File: src/synth_cfg_pkg.sv
// synth_cfg_pkg: constants for the synthesizer serial configuration bank
// assumes: shared by the bank and its capture helper
package synth_cfg_pkg;
    localparam int WORD_W        = 32;
    localparam int SEL_W         = 3;
    localparam int INT_W         = 12;
    localparam int FRAC_W        = 25;
    localparam int FRAC_HI_W     = 12;
    localparam int FRAC_LO_W     = 13;
    localparam int RDIV_W        = 5;
    localparam int MON_W         = 4;
    localparam int CPI_W         = 4;
    localparam int CLKDIV_W      = 12;
    // latch select codes
    localparam logic [2:0] SEL_W0 = 3'h0;
    localparam logic [2:0] SEL_W1 = 3'h1;
    localparam logic [2:0] SEL_W2 = 3'h2;
    localparam logic [2:0] SEL_W3 = 3'h3;
    localparam logic [2:0] SEL_W4 = 3'h4;
    // word 0 fields
    localparam int W0_MON_LSB    = 27;
    localparam int W0_INT_LSB    = 15;
    localparam int W0_FHI_LSB    = 3;
    // word 1 fields
    localparam int W1_FLO_LSB    = 15;
    // word 2 fields
    localparam int W2_CSR_BIT    = 28;
    localparam int W2_CPI_LSB    = 24;
    localparam int W2_PRE_BIT    = 22;
    localparam int W2_HALF_BIT   = 21;
    localparam int W2_DBL_BIT    = 20;
    localparam int W2_RDIV_LSB   = 15;
    // word 3 fields
    localparam int W3_SDRST_BIT  = 14;
    localparam int W3_LDP_BIT    = 7;
    localparam int W3_POL_BIT    = 6;
    localparam int W3_PD_BIT     = 5;
    localparam int W3_TRI_BIT    = 4;
    localparam int W3_CRST_BIT   = 3;
    // word 4 fields
    localparam int W4_NB_LSB     = 23;
    localparam int W4_CKM_LSB    = 19;
    localparam int W4_CKD_LSB    = 7;
    // divider limits
    localparam logic [11:0] INT_MIN = 12'h017;
    localparam logic [11:0] INT_MAX = 12'hfff;
    // monitor select codes
    localparam logic [3:0] MON_TRI    = 4'h0;
    localparam logic [3:0] MON_HIGH   = 4'h1;
    localparam logic [3:0] MON_LOW    = 4'h2;
    localparam logic [3:0] MON_RDIV   = 4'h3;
    localparam logic [3:0] MON_NDIV   = 4'h4;
    localparam logic [3:0] MON_LOCK   = 4'h6;
    localparam logic [3:0] MON_SERIAL = 4'hf;
endpackage : synth_cfg_pkg

File: src/serial_bus_if.sv
// serial_bus_if: synchronised link strobes from capture to the bank
// assumes: single clock domain
`timescale 1ns/1ps
`default_nettype none
interface serial_bus_if;
    import synth_cfg_pkg::*;
    logic              load_pulse;
    logic [WORD_W-1:0] word;
    modport capture (output load_pulse, output word);
    modport bank    (input load_pulse, input word);
endinterface : serial_bus_if
`default_nettype wire

File: src/serial_capture.sv
// serial_capture: synchronises the three-wire link and shifts in words
// assumes: serial clock well below half the system clock
`timescale 1ns/1ps
`default_nettype none
module serial_capture (
    input  wire logic   clock,
    input  wire logic   resetn,
    input  wire logic   clock_en,
    input  wire logic   serial_clock,
    input  wire logic   serial_data,
    input  wire logic   load_strobe,
    serial_bus_if.capture bus
);
    import synth_cfg_pkg::*;

    logic [2:0]        s1_q, s2_q, s2_d, s1_d, prev_q, prev_d;
    logic [WORD_W-1:0] shift_q, shift_d;
    logic              pulse_q, pulse_d;

    always_comb begin
        s1_d    = {serial_clock, serial_data, load_strobe};
        s2_d    = s1_q;
        prev_d  = s2_q;
        shift_d = shift_q;
        pulse_d = 1'b0;
        // msb first, shift on rising serial clock
        if (s2_q[2] && !prev_q[2]) begin
            shift_d = {shift_q[WORD_W-2:0], s2_q[1]};
        end
        if (s2_q[0] && !prev_q[0]) begin
            pulse_d = 1'b1;
        end
    end

    always_ff @(posedge clock) begin
        if (!resetn) begin
            s1_q    <= '0;
            s2_q    <= '0;
            prev_q  <= '0;
            shift_q <= '0;
            pulse_q <= 1'b0;
        end else if (clock_en) begin
            s1_q    <= s1_d;
            s2_q    <= s2_d;
            prev_q  <= prev_d;
            shift_q <= shift_d;
            pulse_q <= pulse_d;
        end
    end

    assign bus.load_pulse = pulse_q;
    assign bus.word       = shift_q;

    property p_shift_msb_first;
        @(posedge clock) disable iff (!resetn)
        (clock_en && s2_q[2] && !prev_q[2]) |=> shift_q[0] == $past(s2_q[1]);
    endproperty
    a_shift_msb_first: assert property (p_shift_msb_first) else $error("shift bit lost");
endmodule : serial_capture
`default_nettype wire

File: src/synth_serial_config_bank.sv
// synth_serial_config_bank: write-only configuration latches of the synthesizer
// assumes: serial pins asynchronous to clock; host keeps the strobe low while shifting
//
// What this block does
// - serial data shifts into a 32-bit register, msb first, on rising serial clock
// - rising load strobe copies the shift register into one of five latches
// - low three bits 000..100 select words 0..4; host places the code
// - integer divider is 12 bits; only 23 to 4095 valid
// - fractional numerator is 25 bits against modulus two to the 25th
// - reference divider is 5 bits, ratios 1 through 32
// - phase detector rate is ref times (1+doubler) over R times (1+halving)
// - low fraction, R, doubler, pump current apply only on a later word 0 write
// - host writes low fraction before word 0; change starts at word 0 write
// - word 0 bits 30:27 monitor select, bits 26:15 integer value
// - word 0 bits 14:3 upper fraction bits, bit 31 reserved zero
// - word 1 bits 27:15 lower thirteen fraction bits, rest reserved
// - word 4 holds bleed control, clock divider mode and 12-bit divider value
// - monitor output routes the point chosen by the word 0 select bits
// - modulator resets on every word 0 write unless its control bit is one
// - power-down holds counters in load state and resets lock detect
`timescale 1ns/1ps
`default_nettype none
module synth_serial_config_bank (
    input  wire logic                          clock,
    input  wire logic                          resetn,
    input  wire logic                          clock_en,
    input  wire logic                          serial_clock,
    input  wire logic                          serial_data,
    input  wire logic                          load_strobe,
    input  wire logic                          ref_div_point,
    input  wire logic                          n_div_point,
    input  wire logic                          lock_point,
    output logic                               monitor_output,
    output logic                               monitor_output_en,
    output logic [synth_cfg_pkg::INT_W-1:0]    int_value,
    output logic                               int_valid,
    output logic [synth_cfg_pkg::FRAC_W-1:0]   frac_value,
    output logic [synth_cfg_pkg::RDIV_W-1:0]   ref_div_code,
    output logic [synth_cfg_pkg::RDIV_W:0]     ref_div_ratio,
    output logic                               ref_doubler,
    output logic                               ref_halving_flag,
    output logic [synth_cfg_pkg::CPI_W-1:0]    pump_current_code,
    output logic                               cycle_slip_reduction,
    output logic                               prescaler_select,
    output logic                               modulator_reset,
    output logic                               freq_update,
    output logic                               lock_detect_precision,
    output logic                               pd_polarity,
    output logic                               power_down,
    output logic                               pump_tristate,
    output logic                               counter_reset,
    output logic                               counters_hold,
    output logic                               lock_detect_clear,
    output logic [1:0]                         negative_bleed_control,
    output logic [1:0]                         clock_divider_mode,
    output logic [synth_cfg_pkg::CLKDIV_W-1:0] clock_divider_value
);
    import synth_cfg_pkg::*;

    // ----------------------------------------
    // link capture
    // ----------------------------------------
    serial_bus_if bus ();

    serial_capture u_capture (
        .clock        (clock),
        .resetn       (resetn),
        .clock_en     (clock_en),
        .serial_clock (serial_clock),
        .serial_data  (serial_data),
        .load_strobe  (load_strobe),
        .bus          (bus)
    );

    // ----------------------------------------
    // latches and double buffers
    // ----------------------------------------
    logic [WORD_W-1:0] w0_q, w1_q, w2_q, w3_q, w4_q;
    logic [WORD_W-1:0] w0_d, w1_d, w2_d, w3_d, w4_d;
    logic [FRAC_LO_W-1:0] flo_act_q, flo_act_d;
    logic [RDIV_W-1:0]    rdiv_act_q, rdiv_act_d;
    logic                 dbl_act_q, dbl_act_d;
    logic [CPI_W-1:0]     cpi_act_q, cpi_act_d;
    logic                 upd_q, upd_d, sdr_q, sdr_d;
    logic                 mon_q, mon_d, mon_en_q, mon_en_d;
    logic [SEL_W-1:0]     sel;
    logic                 wr0;

    assign sel = bus.word[SEL_W-1:0];
    assign wr0 = bus.load_pulse && (sel == SEL_W0);

    always_comb begin
        w0_d       = w0_q;
        w1_d       = w1_q;
        w2_d       = w2_q;
        w3_d       = w3_q;
        w4_d       = w4_q;
        flo_act_d  = flo_act_q;
        rdiv_act_d = rdiv_act_q;
        dbl_act_d  = dbl_act_q;
        cpi_act_d  = cpi_act_q;
        upd_d      = 1'b0;
        sdr_d      = 1'b0;
        if (bus.load_pulse) begin
            unique case (sel)
                SEL_W0:  w0_d = bus.word;
                SEL_W1:  w1_d = bus.word;
                SEL_W2:  w2_d = bus.word;
                SEL_W3:  w3_d = bus.word;
                SEL_W4:  w4_d = bus.word;
                default: ;
            endcase
        end
        // buffered fields move on word 0 write only
        if (wr0) begin
            flo_act_d  = w1_q[W1_FLO_LSB +: FRAC_LO_W];
            rdiv_act_d = w2_q[W2_RDIV_LSB +: RDIV_W];
            dbl_act_d  = w2_q[W2_DBL_BIT];
            cpi_act_d  = w2_q[W2_CPI_LSB +: CPI_W];
            upd_d      = 1'b1;
            sdr_d      = !w3_q[W3_SDRST_BIT];
        end
    end

    // ----------------------------------------
    // monitor multiplexer
    // ----------------------------------------
    always_comb begin
        mon_d    = 1'b0;
        mon_en_d = 1'b1;
        unique case (w0_q[W0_MON_LSB +: MON_W])
            MON_TRI:    mon_en_d = 1'b0;
            MON_HIGH:   mon_d = 1'b1;
            MON_LOW:    mon_d = 1'b0;
            MON_RDIV:   mon_d = ref_div_point;
            MON_NDIV:   mon_d = n_div_point;
            MON_LOCK:   mon_d = lock_point && !w3_q[W3_PD_BIT];
            MON_SERIAL: mon_d = bus.word[WORD_W-1];
            default:    mon_d = 1'b0;
        endcase
    end

    always_ff @(posedge clock) begin
        if (!resetn) begin
            w0_q       <= '0;
            w1_q       <= '0;
            w2_q       <= '0;
            w3_q       <= '0;
            w4_q       <= '0;
            flo_act_q  <= '0;
            rdiv_act_q <= '0;
            dbl_act_q  <= 1'b0;
            cpi_act_q  <= '0;
            upd_q      <= 1'b0;
            sdr_q      <= 1'b0;
            mon_q      <= 1'b0;
            mon_en_q   <= 1'b0;
        end else if (clock_en) begin
            w0_q       <= w0_d;
            w1_q       <= w1_d;
            w2_q       <= w2_d;
            w3_q       <= w3_d;
            w4_q       <= w4_d;
            flo_act_q  <= flo_act_d;
            rdiv_act_q <= rdiv_act_d;
            dbl_act_q  <= dbl_act_d;
            cpi_act_q  <= cpi_act_d;
            upd_q      <= upd_d;
            sdr_q      <= sdr_d;
            mon_q      <= mon_d;
            mon_en_q   <= mon_en_d;
        end
    end

    // ----------------------------------------
    // registered derived outputs
    // ----------------------------------------
    logic [INT_W-1:0]  int_next;
    logic [RDIV_W:0]   ratio_q, ratio_d;
    logic              valid_q, valid_d;
    logic              tri_q, tri_d;
    logic              hold_q, hold_d;

    // built from next latch values so they move with the fields
    always_comb begin
        int_next = w0_d[W0_INT_LSB +: INT_W];
        valid_d  = (int_next >= INT_MIN) && (int_next <= INT_MAX);
        ratio_d  = (rdiv_act_d == '0) ? {1'b1, {RDIV_W{1'b0}}} : {1'b0, rdiv_act_d};
        tri_d    = w3_d[W3_TRI_BIT] || w3_d[W3_PD_BIT];
        hold_d   = w3_d[W3_PD_BIT] || w3_d[W3_CRST_BIT];
    end

    always_ff @(posedge clock) begin
        if (!resetn) begin
            valid_q <= 1'b0;
            ratio_q <= {1'b1, {RDIV_W{1'b0}}};
            tri_q   <= 1'b0;
            hold_q  <= 1'b0;
        end else if (clock_en) begin
            valid_q <= valid_d;
            ratio_q <= ratio_d;
            tri_q   <= tri_d;
            hold_q  <= hold_d;
        end
    end

    // ----------------------------------------
    // field outputs
    // ----------------------------------------
    logic [INT_W-1:0] int_field;
    assign int_field = w0_q[W0_INT_LSB +: INT_W];

    assign monitor_output         = mon_q;
    assign monitor_output_en      = mon_en_q;
    assign int_value              = int_field;
    assign int_valid              = valid_q;
    assign frac_value             = {w0_q[W0_FHI_LSB +: FRAC_HI_W], flo_act_q};
    assign ref_div_code           = rdiv_act_q;
    assign ref_div_ratio          = ratio_q;
    assign ref_doubler            = dbl_act_q;
    assign ref_halving_flag       = w2_q[W2_HALF_BIT];
    assign pump_current_code      = cpi_act_q;
    assign cycle_slip_reduction   = w2_q[W2_CSR_BIT];
    assign prescaler_select       = w2_q[W2_PRE_BIT];
    assign modulator_reset        = sdr_q;
    assign freq_update            = upd_q;
    assign lock_detect_precision  = w3_q[W3_LDP_BIT];
    assign pd_polarity            = w3_q[W3_POL_BIT];
    assign power_down             = w3_q[W3_PD_BIT];
    assign pump_tristate          = tri_q;
    assign counter_reset          = w3_q[W3_CRST_BIT];
    assign counters_hold          = hold_q;
    assign lock_detect_clear      = w3_q[W3_PD_BIT];
    assign negative_bleed_control = w4_q[W4_NB_LSB +: 2];
    assign clock_divider_mode     = w4_q[W4_CKM_LSB +: 2];
    assign clock_divider_value    = w4_q[W4_CKD_LSB +: CLKDIV_W];

    // ----------------------------------------
    // checks
    // ----------------------------------------
    property p_latch_w0;
        @(posedge clock) disable iff (!resetn)
        (clock_en && wr0) |=> w0_q == $past(bus.word);
    endproperty
    a_latch_w0: assert property (p_latch_w0) else $error("word 0 not latched");

    property p_sel_w4;
        @(posedge clock) disable iff (!resetn)
        (clock_en && bus.load_pulse && sel == SEL_W4) |=> clock_divider_value == $past(bus.word[W4_CKD_LSB +: CLKDIV_W]);
    endproperty
    a_sel_w4: assert property (p_sel_w4) else $error("word 4 decode wrong");

    property p_int_range;
        @(posedge clock) disable iff (!resetn)
        int_valid == (int_value >= INT_MIN);
    endproperty
    a_int_range: assert property (p_int_range) else $error("integer range flag wrong");

    property p_flo_hold;
        @(posedge clock) disable iff (!resetn)
        (clock_en && !wr0) |=> $stable(frac_value[FRAC_LO_W-1:0]);
    endproperty
    a_flo_hold: assert property (p_flo_hold) else $error("low fraction moved early");

    property p_flo_apply;
        @(posedge clock) disable iff (!resetn)
        (clock_en && wr0) |=> frac_value[FRAC_LO_W-1:0] == $past(w1_q[W1_FLO_LSB +: FRAC_LO_W]) && freq_update;
    endproperty
    a_flo_apply: assert property (p_flo_apply) else $error("low fraction not applied");

    property p_sdreset;
        @(posedge clock) disable iff (!resetn)
        (clock_en && wr0) |=> modulator_reset == !$past(w3_q[W3_SDRST_BIT]);
    endproperty
    a_sdreset: assert property (p_sdreset) else $error("modulator reset wrong");

    property p_pd;
        @(posedge clock) disable iff (!resetn)
        power_down |-> counters_hold && lock_detect_clear;
    endproperty
    a_pd: assert property (p_pd) else $error("power-down not holding");

    property p_w2_keep;
        @(posedge clock) disable iff (!resetn)
        !(bus.load_pulse && sel == SEL_W2) |=> $stable(w2_q);
    endproperty
    a_w2_keep: assert property (p_w2_keep) else $error("word 2 changed unaddressed");

    property p_rdiv_ratio;
        @(posedge clock) disable iff (!resetn)
        ref_div_ratio >= 6'h01 && ref_div_ratio <= 6'h20;
    endproperty
    a_rdiv_ratio: assert property (p_rdiv_ratio) else $error("R ratio out of range");

    property p_mon_tri;
        @(posedge clock) disable iff (!resetn)
        (clock_en && w0_q[W0_MON_LSB +: MON_W] == MON_TRI) |=> !monitor_output_en;
    endproperty
    a_mon_tri: assert property (p_mon_tri) else $error("monitor driven while off");

    property p_upd_pulse;
        @(posedge clock) disable iff (!resetn)
        (clock_en && freq_update) |=> !freq_update;
    endproperty
    a_upd_pulse: assert property (p_upd_pulse) else $error("update pulse too long");
endmodule : synth_serial_config_bank
`default_nettype wire

File: config.mk
export PLATFORM = sky130hd
export DESIGN_NAME = synth_serial_config_bank
export DESIGN_NICKNAME = d
export VERILOG_FILES = /design/src/synth_cfg_pkg.sv /design/src/serial_bus_if.sv /design/src/serial_capture.sv /design/src/synth_serial_config_bank.sv
export SDC_FILE = /design/constraint.sdc
export NUM_CORES = 1
export LEC_CHECK = 0
export BUFFER_PORTS_ARGS = -buffer_cell sky130_fd_sc_hd__buf_2
export CORE_UTILIZATION = 50
export CTS_CLUSTER_DIAMETER = 150
export DETAILED_ROUTE_END_ITERATION = 10
export PLACE_DENSITY = 0.78
export SLEW_MARGIN = 15
export SYNTH_ARGS = -nofsm -noshare
export SYNTH_HDL_FRONTEND = slang
export SYNTH_SLANG_ARGS = --single-unit
File: constraint.sdc
create_clock -name clock -period 1.61 [get_ports clock]
set_clock_uncertainty 0.2 [all_clocks]
set_input_delay 0.161 -clock clock [delete_from_list [all_inputs] [get_ports clock]]
set_output_delay 0.161 -clock clock [all_outputs]
set_load 0.05 [all_outputs]
==> results of run 1 <==
## synthesized netlist by cell type, drive strengths merged (3+ instances only)
master  count  share of area (%)
nand2     181                 11
dfxtp     152                 49
a21boi     89                 11
mux2i      58                9.4
nor2b      55                5.6
buf        53                6.3
clkbuf     19                1.2
nor2        8               0.49
nor4        5               0.75
o21ai       5               0.40
o211a       4               0.65
a21oi       3               0.24
and3        3               0.30
inv         3               0.18
nand4       3               0.30
nor3        3               0.24
nor4b       3                1.0
## final cells by class
| type | instances | area, um2 |
|---|---|---|
| Clock buffer | 19 | 433 |
| Tap cell | 168 | 210 |
| Inverter | 3 | 11.3 |
| Fill cell | 905 | 4040 |
| Clock inverter | 13 | 203 |
| Sequential cell | 152 | 3060 |
| Timing Repair Buffer | 160 | 1250 |
| Multi-Input combinational cell | 435 | 2850 |
## layer usage
| layer | share of wire [%] | GRT usage, % |
|---|---|---|
| met1 | 43 | 29.2 |
| met2 | 49 | 38.2 |
| met3 | 6.0 | 5.25 |
| met4 | 1.8 | 8.42 |
| met5 | 0 | 0 |
## worst max-delay path: stages (launching register included)
cell,delay [ns]
sky130_fd_sc_hd__dfxtp_4,0.37
sky130_fd_sc_hd__or4_4,0.67
sky130_fd_sc_hd__clkbuf_16,0.22
sky130_fd_sc_hd__nand2_1,0.08
sky130_fd_sc_hd__a21boi_1,0.06
## worst max path at each step
stage                                       start                           endpoint  slack, ns
6_report       u_capture.bus.word[1]$_SDFFE_PN0P_       ref_div_code[1]$_SDFFE_PN0P_      -0.11
5_1_grt        u_capture.bus.word[0]$_SDFFE_PN0P_              w2_q[27]$_SDFFE_PN0P_      -0.17
3_5_place_dp   u_capture.bus.word[1]$_SDFFE_PN0P_         pump_tristate$_SDFFE_PN0P_      -0.08
4_1_cts        u_capture.bus.word[1]$_SDFFE_PN0P_              w4_q[15]$_SDFFE_PN0P_      -0.07
3_3_place_gp   u_capture.bus.word[0]$_SDFFE_PN0P_  pump_current_code[3]$_SDFFE_PN0P_      -0.04
2_1_floorplan  u_capture.bus.word[1]$_SDFFE_PN0P_       ref_div_code[2]$_SDFFE_PN0P_      -0.03
## power by group through the flow
stage / clock network (mW) / logic, mW / registers (mW)
3_5_place_dp: 0 / 0.239 / 3.87
4_1_cts: 4.31 / 0.252 / 3.78
3_3_place_gp: 0 / 0.236 / 3.87
6_report: 4.29 / 0.269 / 3.78
5_1_grt: 4.50 / 0.284 / 3.78
2_1_floorplan: 0 / 0.141 / 3.89
## cells by family (layout without fill, tap and decap cells)
family	count (synthesis)	after routing	synth area share, %
compound gates	108	108	13.1
buf+inv	75	195	7.68
flops	152	152	49.2
mux	58	58	9.38
simple gates	269	269	20.7
## metrics by stage
step | TNS (ns) | setup slack [ns] | utilization [%]
after global routing | -9.12 | -0.172 | 66.5
final | -4.36 | -0.105 | 66.5
after CTS | -0.896 | -0.0739 | 63.2
after floorplan | -1.05 | -0.0298 | -
after global placement | -1.01 | -0.0380 | 56.6
after detailed placement | -3.06 | -0.0803 | 56.6
## timing repair
| item | in CTS | in global routing |
|---|---|---|
| setup endpoints to repair | 95 | 91 |
| resized for setup | 12 | 59 |
| cloned | 1 | 11 |
| hold endpoints to repair | 25 | 0 |
| hold buffers | 5 | 0 |
| setup buffers | 7 | 6 |
| pin swaps | 3 | 29 |
## flip-flops by register name, indices dropped and copies added (netlist names), 3 cells and up
signal / flops
w3_q: 6
flo_act_q: 13
pump_current_code: 4
w2_q: 13
ref_div_code: 4
u_capture.prev_d: 3
u_capture.bus.word: 32
ref_div_ratio: 6
u_capture.s1_q: 3
w1_q: 13
w0_q: 28
w4_q: 16
==> impl_metrics.env, run 1 <==
export IMPL_timing_max_cap_violations=0
export IMPL_layout_common_cells="sky130_fd_sc_hd__nand2_1, sky130_fd_sc_hd__dfxtp_1, sky130_fd_sc_hd__buf_2, sky130_fd_sc_hd__mux2i_1, sky130_fd_sc_hd__nor2b_1"
export IMPL_period_minus_slack_ns=1.72
export IMPL_floorplan_initialDensity_pct=51.3
export IMPL_dp_cells=889
export IMPL_clockBufferDepth=2
export IMPL_finalNonFillerCells=950
export IMPL_crit_path_max_fanout=9
export IMPL_ratio_of_routed_vias_to_standard_cells=5.31
export IMPL_final_net_count=778
export IMPL_core_area_um2=12100
export IMPL_yosysWarnings=0
export IMPL_holdCritStartpoint="clock_en"
export IMPL_clock_sinks=152
export IMPL_number_of_pins_exceeding_their_max_slew_limit_in_the_final_report=0
export IMPL_pwr_cell_area_nw_per_um2=1040
export IMPL_crit_reg2reg_capture="ref_div_code[1]$_SDFFE_PN0P_"
export IMPL_synth_seq_area_share_pct=49.2
export IMPL_track_usage_pct=23.0
export IMPL_fin_hold_ws_ns=0.00644
export IMPL_violations="negative setup slack"
export IMPL_power_share_clock_pct=51.4
export IMPL_cts_root_buffer_cell="sky130_fd_sc_hd__clkbuf_16"
export IMPL_worstSetupEndpointType="flop"
export IMPL_dominantRegCellSynth="sky130_fd_sc_hd__dfxtp_1"
export IMPL_drt_first_pass_iters=5
export IMPL_seqPwrFrac_pct=45.4
export IMPL_dpl_hpwl_um=9420
export IMPL_syn_avg_cell_area_um2=9.35
export IMPL_die_w_um=113
export IMPL_start_kind="flop"
export IMPL_syn_inst=662
export IMPL_r2r_slack_ns=-0.11
export IMPL_grt_max_degree=50
export IMPL_placedInstanceArea_um2=6830
export IMPL_hold_path_depth=4
export IMPL_rsz0062_at_grt="true"
export IMPL_synth_edff_count=0
export IMPL_numCtsBuffers=17
export IMPL_dieHeight_um=113
export IMPL_crit_reg2reg_launch="u_capture.bus.word[1]$_SDFFE_PN0P_"
export IMPL_routed_length_per_instance_um=16.6
export IMPL_ir_drop_mv=0.838
export IMPL_die_area_um2=12800
export IMPL_finalHoldViolations=0
export IMPL_clk_pin_slew_ns=0.06
export IMPL_layout_worst_path_cycle_share_pct=107
export IMPL_leakagePower_nw=3.26
export IMPL_asyncSetResetFlopFracSynth_pct=0
export IMPL_final_layout_size_suffix_gt1_share_pct=31.1
export IMPL_outcome="complete, but fails checks"
export IMPL_comb_power_share_pct=3.2
export IMPL_mappedNetlistNets=671
export IMPL_reg2reg_depth=4
export IMPL_areaGrowthSynthToFinish_pct=29.7
export IMPL_vias=5043
export IMPL_critPathArrivalTime_ns=1.83
export IMPL_number_of_library_cell_types_mapped_by_synthesis=36
export IMPL_worstPathRequired_ns=1.73
export IMPL_initialDrtViolationCount=354
export IMPL_netlist_area_um2=6190
export IMPL_globalplace_congestion=0.815
export IMPL_antenna_violations_before_repair=0
export IMPL_final_cell_area_um2=8030
export IMPL_timing_setup_critical_path_class="reg2reg"
export IMPL_boundaryPins=93
export IMPL_insertion_delay_ns=0.42
export IMPL_p_sw_share_pct=20.4
export IMPL_cts_htree_levels=4
export IMPL_tritoncts="built"
export IMPL_worst_hold_path_endpoint="modulator_reset$_SDFFE_PN0P_"
export IMPL_power_mw=8.34
export IMPL_achievable_frequency_mhz=583
export IMPL_power_report_internal_total_mw=6.64
export IMPL_most_common_cell_after_layout_fill_and_taps_aside="sky130_fd_sc_hd__nand2_1"
export IMPL_netSwitchingPower_mw=1.70
export IMPL_min_path_type="in2reg"
export IMPL_ant_nets=0
export IMPL_dr_drc_count=0
export IMPL_synth_seq_cells=152
export IMPL_total_congestion_overflow_after_global_routing=0
export IMPL_tightest_slew_ns=0.377
export IMPL_final_wirelength_um=15800
export IMPL_first_global_vias=4547
export IMPL_max_slew_margin_rel_pct=74.6
export IMPL_port_buffers=92
export IMPL_antenna_cells_inserted=0
export IMPL_timing_final_setup_violations=83
export IMPL_core_rowCount=40
export IMPL_timing_final_ws_setup_ns=-0.105
export IMPL_grt_pass1_wl_um=22800
Note: power is estimated with default switching activity, not from simulation.
==> inputs of run 2 (changes only) <==
--- a/config.mk
+++ b/config.mk
@@ -9,7 +9,7 @@
 export CORE_UTILIZATION = 50
 export CTS_CLUSTER_DIAMETER = 150
 export DETAILED_ROUTE_END_ITERATION = 10
-export PLACE_DENSITY = 0.78
+export PLACE_DENSITY = 0.75
 export SLEW_MARGIN = 15
 export SYNTH_ARGS = -nofsm -noshare
 export SYNTH_HDL_FRONTEND = slang
==> constraint.sdc (replaced) <==
create_clock -name clock -period 2 [get_ports clock]
set_clock_uncertainty 0.2 [all_clocks]
set_input_delay 0.2 -clock clock [delete_from_list [all_inputs] [get_ports clock]]
set_output_delay 0.2 -clock clock [all_outputs]
set_load 0.05 [all_outputs]
==> run 2 against run 1 <==
The run now ends clean. Register-to-register slack better by 0.29 ns. Worst hold slack better by 0.055 ns. Power decreased by 24%. Non-clock buffer count decreased by 38. Cell count fell by 4.1%. Highest routed layer unchanged. Critical endpoint is now flo_act_q[3]$_SDFFE_PN0P_.
==> impl_metrics.env, run 2 (synthesis gave the netlist of run 1 again) <==
export IMPL_outcome="finished, final reports clean"
export IMPL_vias=4577
export IMPL_layout_worst_path_cycle_share_pct=92.5
export IMPL_critPathArrivalTime_ns=1.95
export IMPL_antenna_cells_inserted=0
export IMPL_timing_setup_critical_path_class="in2reg"
export IMPL_tightest_slew_ns=0.626
export IMPL_cts_htree_levels=4
export IMPL_core_area_um2=12100
export IMPL_endpoint="flo_act_q[3]$_SDFFE_PN0P_"
export IMPL_worst_path_dominant_cell_family="buffers and inverters"
export IMPL_die_w_um=113
export IMPL_clk_pin_slew_ns=0.06
export IMPL_insertion_delay_ns=0.42
export IMPL_cts_root_buffer_cell="sky130_fd_sc_hd__clkbuf_16"
export IMPL_min_path_type="in2reg"
export IMPL_worstPathRequired_ns=2.10
export IMPL_critPathSlowestCell="sky130_fd_sc_hd__or4_2"
export IMPL_final_wirelength_um=13200
export IMPL_period_minus_slack_ns=1.85
export IMPL_post_cts_repair_setup_buffers=0
export IMPL_crit_path_max_fanout=47
export IMPL_cp_buffers_inverters=3
export IMPL_core_rowCount=40
export IMPL_fillers=1027
export IMPL_worst_setup_path_startpoint="clock_en"
export IMPL_routed_length_per_instance_um=14.4
export IMPL_critical_path_max_stage_delay_ns=0.61
export IMPL_ratio_of_routed_vias_to_standard_cells=5.02
export IMPL_port_buffers=92
export IMPL_grt_max_degree=68
export IMPL_layout_common_cells="sky130_fd_sc_hd__nand2_1, sky130_fd_sc_hd__dfxtp_1, sky130_fd_sc_hd__buf_2, sky130_fd_sc_hd__mux2i_1, sky130_fd_sc_hd__nor2b_1"
export IMPL_fin_tns_setup_ns=0
export IMPL_first_global_vias=4358
export IMPL_timing_final_setup_violations=0
export IMPL_place_ws_ns=0.202
export IMPL_rsz0062_at_grt="false"
export IMPL_dpl_hpwl_um=8930
export IMPL_die_area_um2=12800
export IMPL_timing_final_ws_setup_ns=0.149
export IMPL_drt_first_pass_iters=7
export IMPL_start_kind="input port"
export IMPL_numCtsBuffers=17
export IMPL_total_congestion_overflow_after_global_routing=0
export IMPL_clockBufferDepth=2
export IMPL_pwr_cell_area_nw_per_um2=868
export IMPL_r2r_slack_ns=0.18
export IMPL_fin_hold_ws_ns=0.0612
export IMPL_dieHeight_um=113
export IMPL_achievable_frequency_mhz=540
export IMPL_worstPathCellList="dlygate4sd3_1 -> buf_2 -> nand2_2 -> or4_2 -> buf_12 -> nand2_1 -> a21boi_1"
export IMPL_floorplan_initialDensity_pct=51.3
export IMPL_crit_reg2reg_launch="u_capture.bus.word[0]$_SDFFE_PN0P_"
export IMPL_ir_drop_mv=0.510
export IMPL_crit_reg2reg_capture="flo_act_q[3]$_SDFFE_PN0P_"
export IMPL_ant_nets=0
export IMPL_number_of_pins_exceeding_their_max_slew_limit_in_the_final_report=0
export IMPL_max_slew_margin_rel_pct=58.2
export IMPL_globalplace_congestion=0.800
export IMPL_finalHoldViolations=0
export IMPL_leakagePower_nw=2.92
export IMPL_boundaryPins=93
export IMPL_reg2reg_depth=6
export IMPL_areaGrowthSynthToFinish_pct=18.0
export IMPL_grt_pass1_wl_um=21600
export IMPL_final_net_count=740
export IMPL_antenna_violations_before_repair=0
export IMPL_tritoncts="built"
export IMPL_clock_sinks=152
export IMPL_most_common_cell_after_layout_fill_and_taps_aside="sky130_fd_sc_hd__nand2_1"
export IMPL_track_usage_pct=21.5
export IMPL_final_layout_size_suffix_gt1_share_pct=21.3
export IMPL_dr_drc_count=0
export IMPL_flip_flop_count_of_the_largest_register_after_layout=32
export IMPL_worst_path_stages=7
export IMPL_initialDrtViolationCount=314
export IMPL_worstSetupEndpointType="flop"
export IMPL_timing_max_cap_violations=0
==> run 2: changes by cell type in the layout (fill, tap and decap cells not counted), sizes merged <==
cell / change
bufinv: -3
inv: +1
clkinvlp: +3
clkbuf: -7
clkinv: -2
buf: -31
==> run 2: report_power, final <==
part	total, mW	switching (mW)	internal (mW)	leakage [nW]
clock network	3.11	1.22	1.89	0.273
logic	0.187	0.105	0.0825	1.42
registers	3.05	0.00753	3.04	1.23
==> run 2: tightest hold or removal path: cells and delay by family <==
kind	cells	cell delay (ns)
AOI/OAI and AO/OA	3	0.35
buffers and inverters	1	0.10
==> run 2: area by class of cell <==
class / instances / area (um2) / area share [%]
Multi-Input combinational cell: 435 / 2680 / 36.7
Timing Repair Buffer: 122 / 776 / 10.6
Tap cell: 168 / 210 / 2.88
Clock buffer: 19 / 453 / 6.20
Clock inverter: 12 / 126 / 1.73
Inverter: 3 / 11.3 / 0.154
Sequential cell: 152 / 3040 / 41.7
==> run 2: worst min path at each step <==
| stage | startpoint | end | slack (ns) | cells past startpoint |
|---|---|---|---|---|
| 2_1_floorplan | load_strobe | u_capture.s1_q[0]$_SDFFE_PN0P_ | 0.17 | 2 |
| 3_5_place_dp | w0_q[11]$_SDFFE_PN0P_ | w0_q[11]$_SDFFE_PN0P_ | 0.25 | 2 |
| 3_3_place_gp | flo_act_q[0]$_SDFFE_PN0P_ | flo_act_q[0]$_SDFFE_PN0P_ | 0.24 | 2 |
| 6_report | n_div_point | monitor_output$_SDFFE_PN0P_ | 0.06 | 4 |
| 5_1_grt | n_div_point | monitor_output$_SDFFE_PN0P_ | 0.13 | 4 |
| 4_1_cts | n_div_point | monitor_output$_SDFFE_PN0P_ | 0.04 | 4 |
==> run 2: layer usage <==
metal / global-route usage, % / wire, um / up-vias
met1: 28.1 / 6180 / 2143
met2: 33.8 / 6030 / 111
li1: - / - / 2303
met5: 0 / 0 / -
met4: 9.39 / 213 / 0
met3: 5.41 / 725 / 20
==> run 2: through the flow <==
step                cell area, um2  power [mW]  cells  utilization (%)
floorplan                     6190        3.25    662                -
global placement              6670        3.29    875             55.3
detailed placement            6670        3.30    875             55.3
CTS                           7300        6.38    911             60.5
global route                  7300        6.53    911             60.5
finish                        7300        6.34    911             60.5
==> run 2: repair_timing <==
item,CTS,global route
setup endpoints to repair,0,0
endpoints found under the hold margin,5,0
hold buffers,5,0
resized for setup,0,0
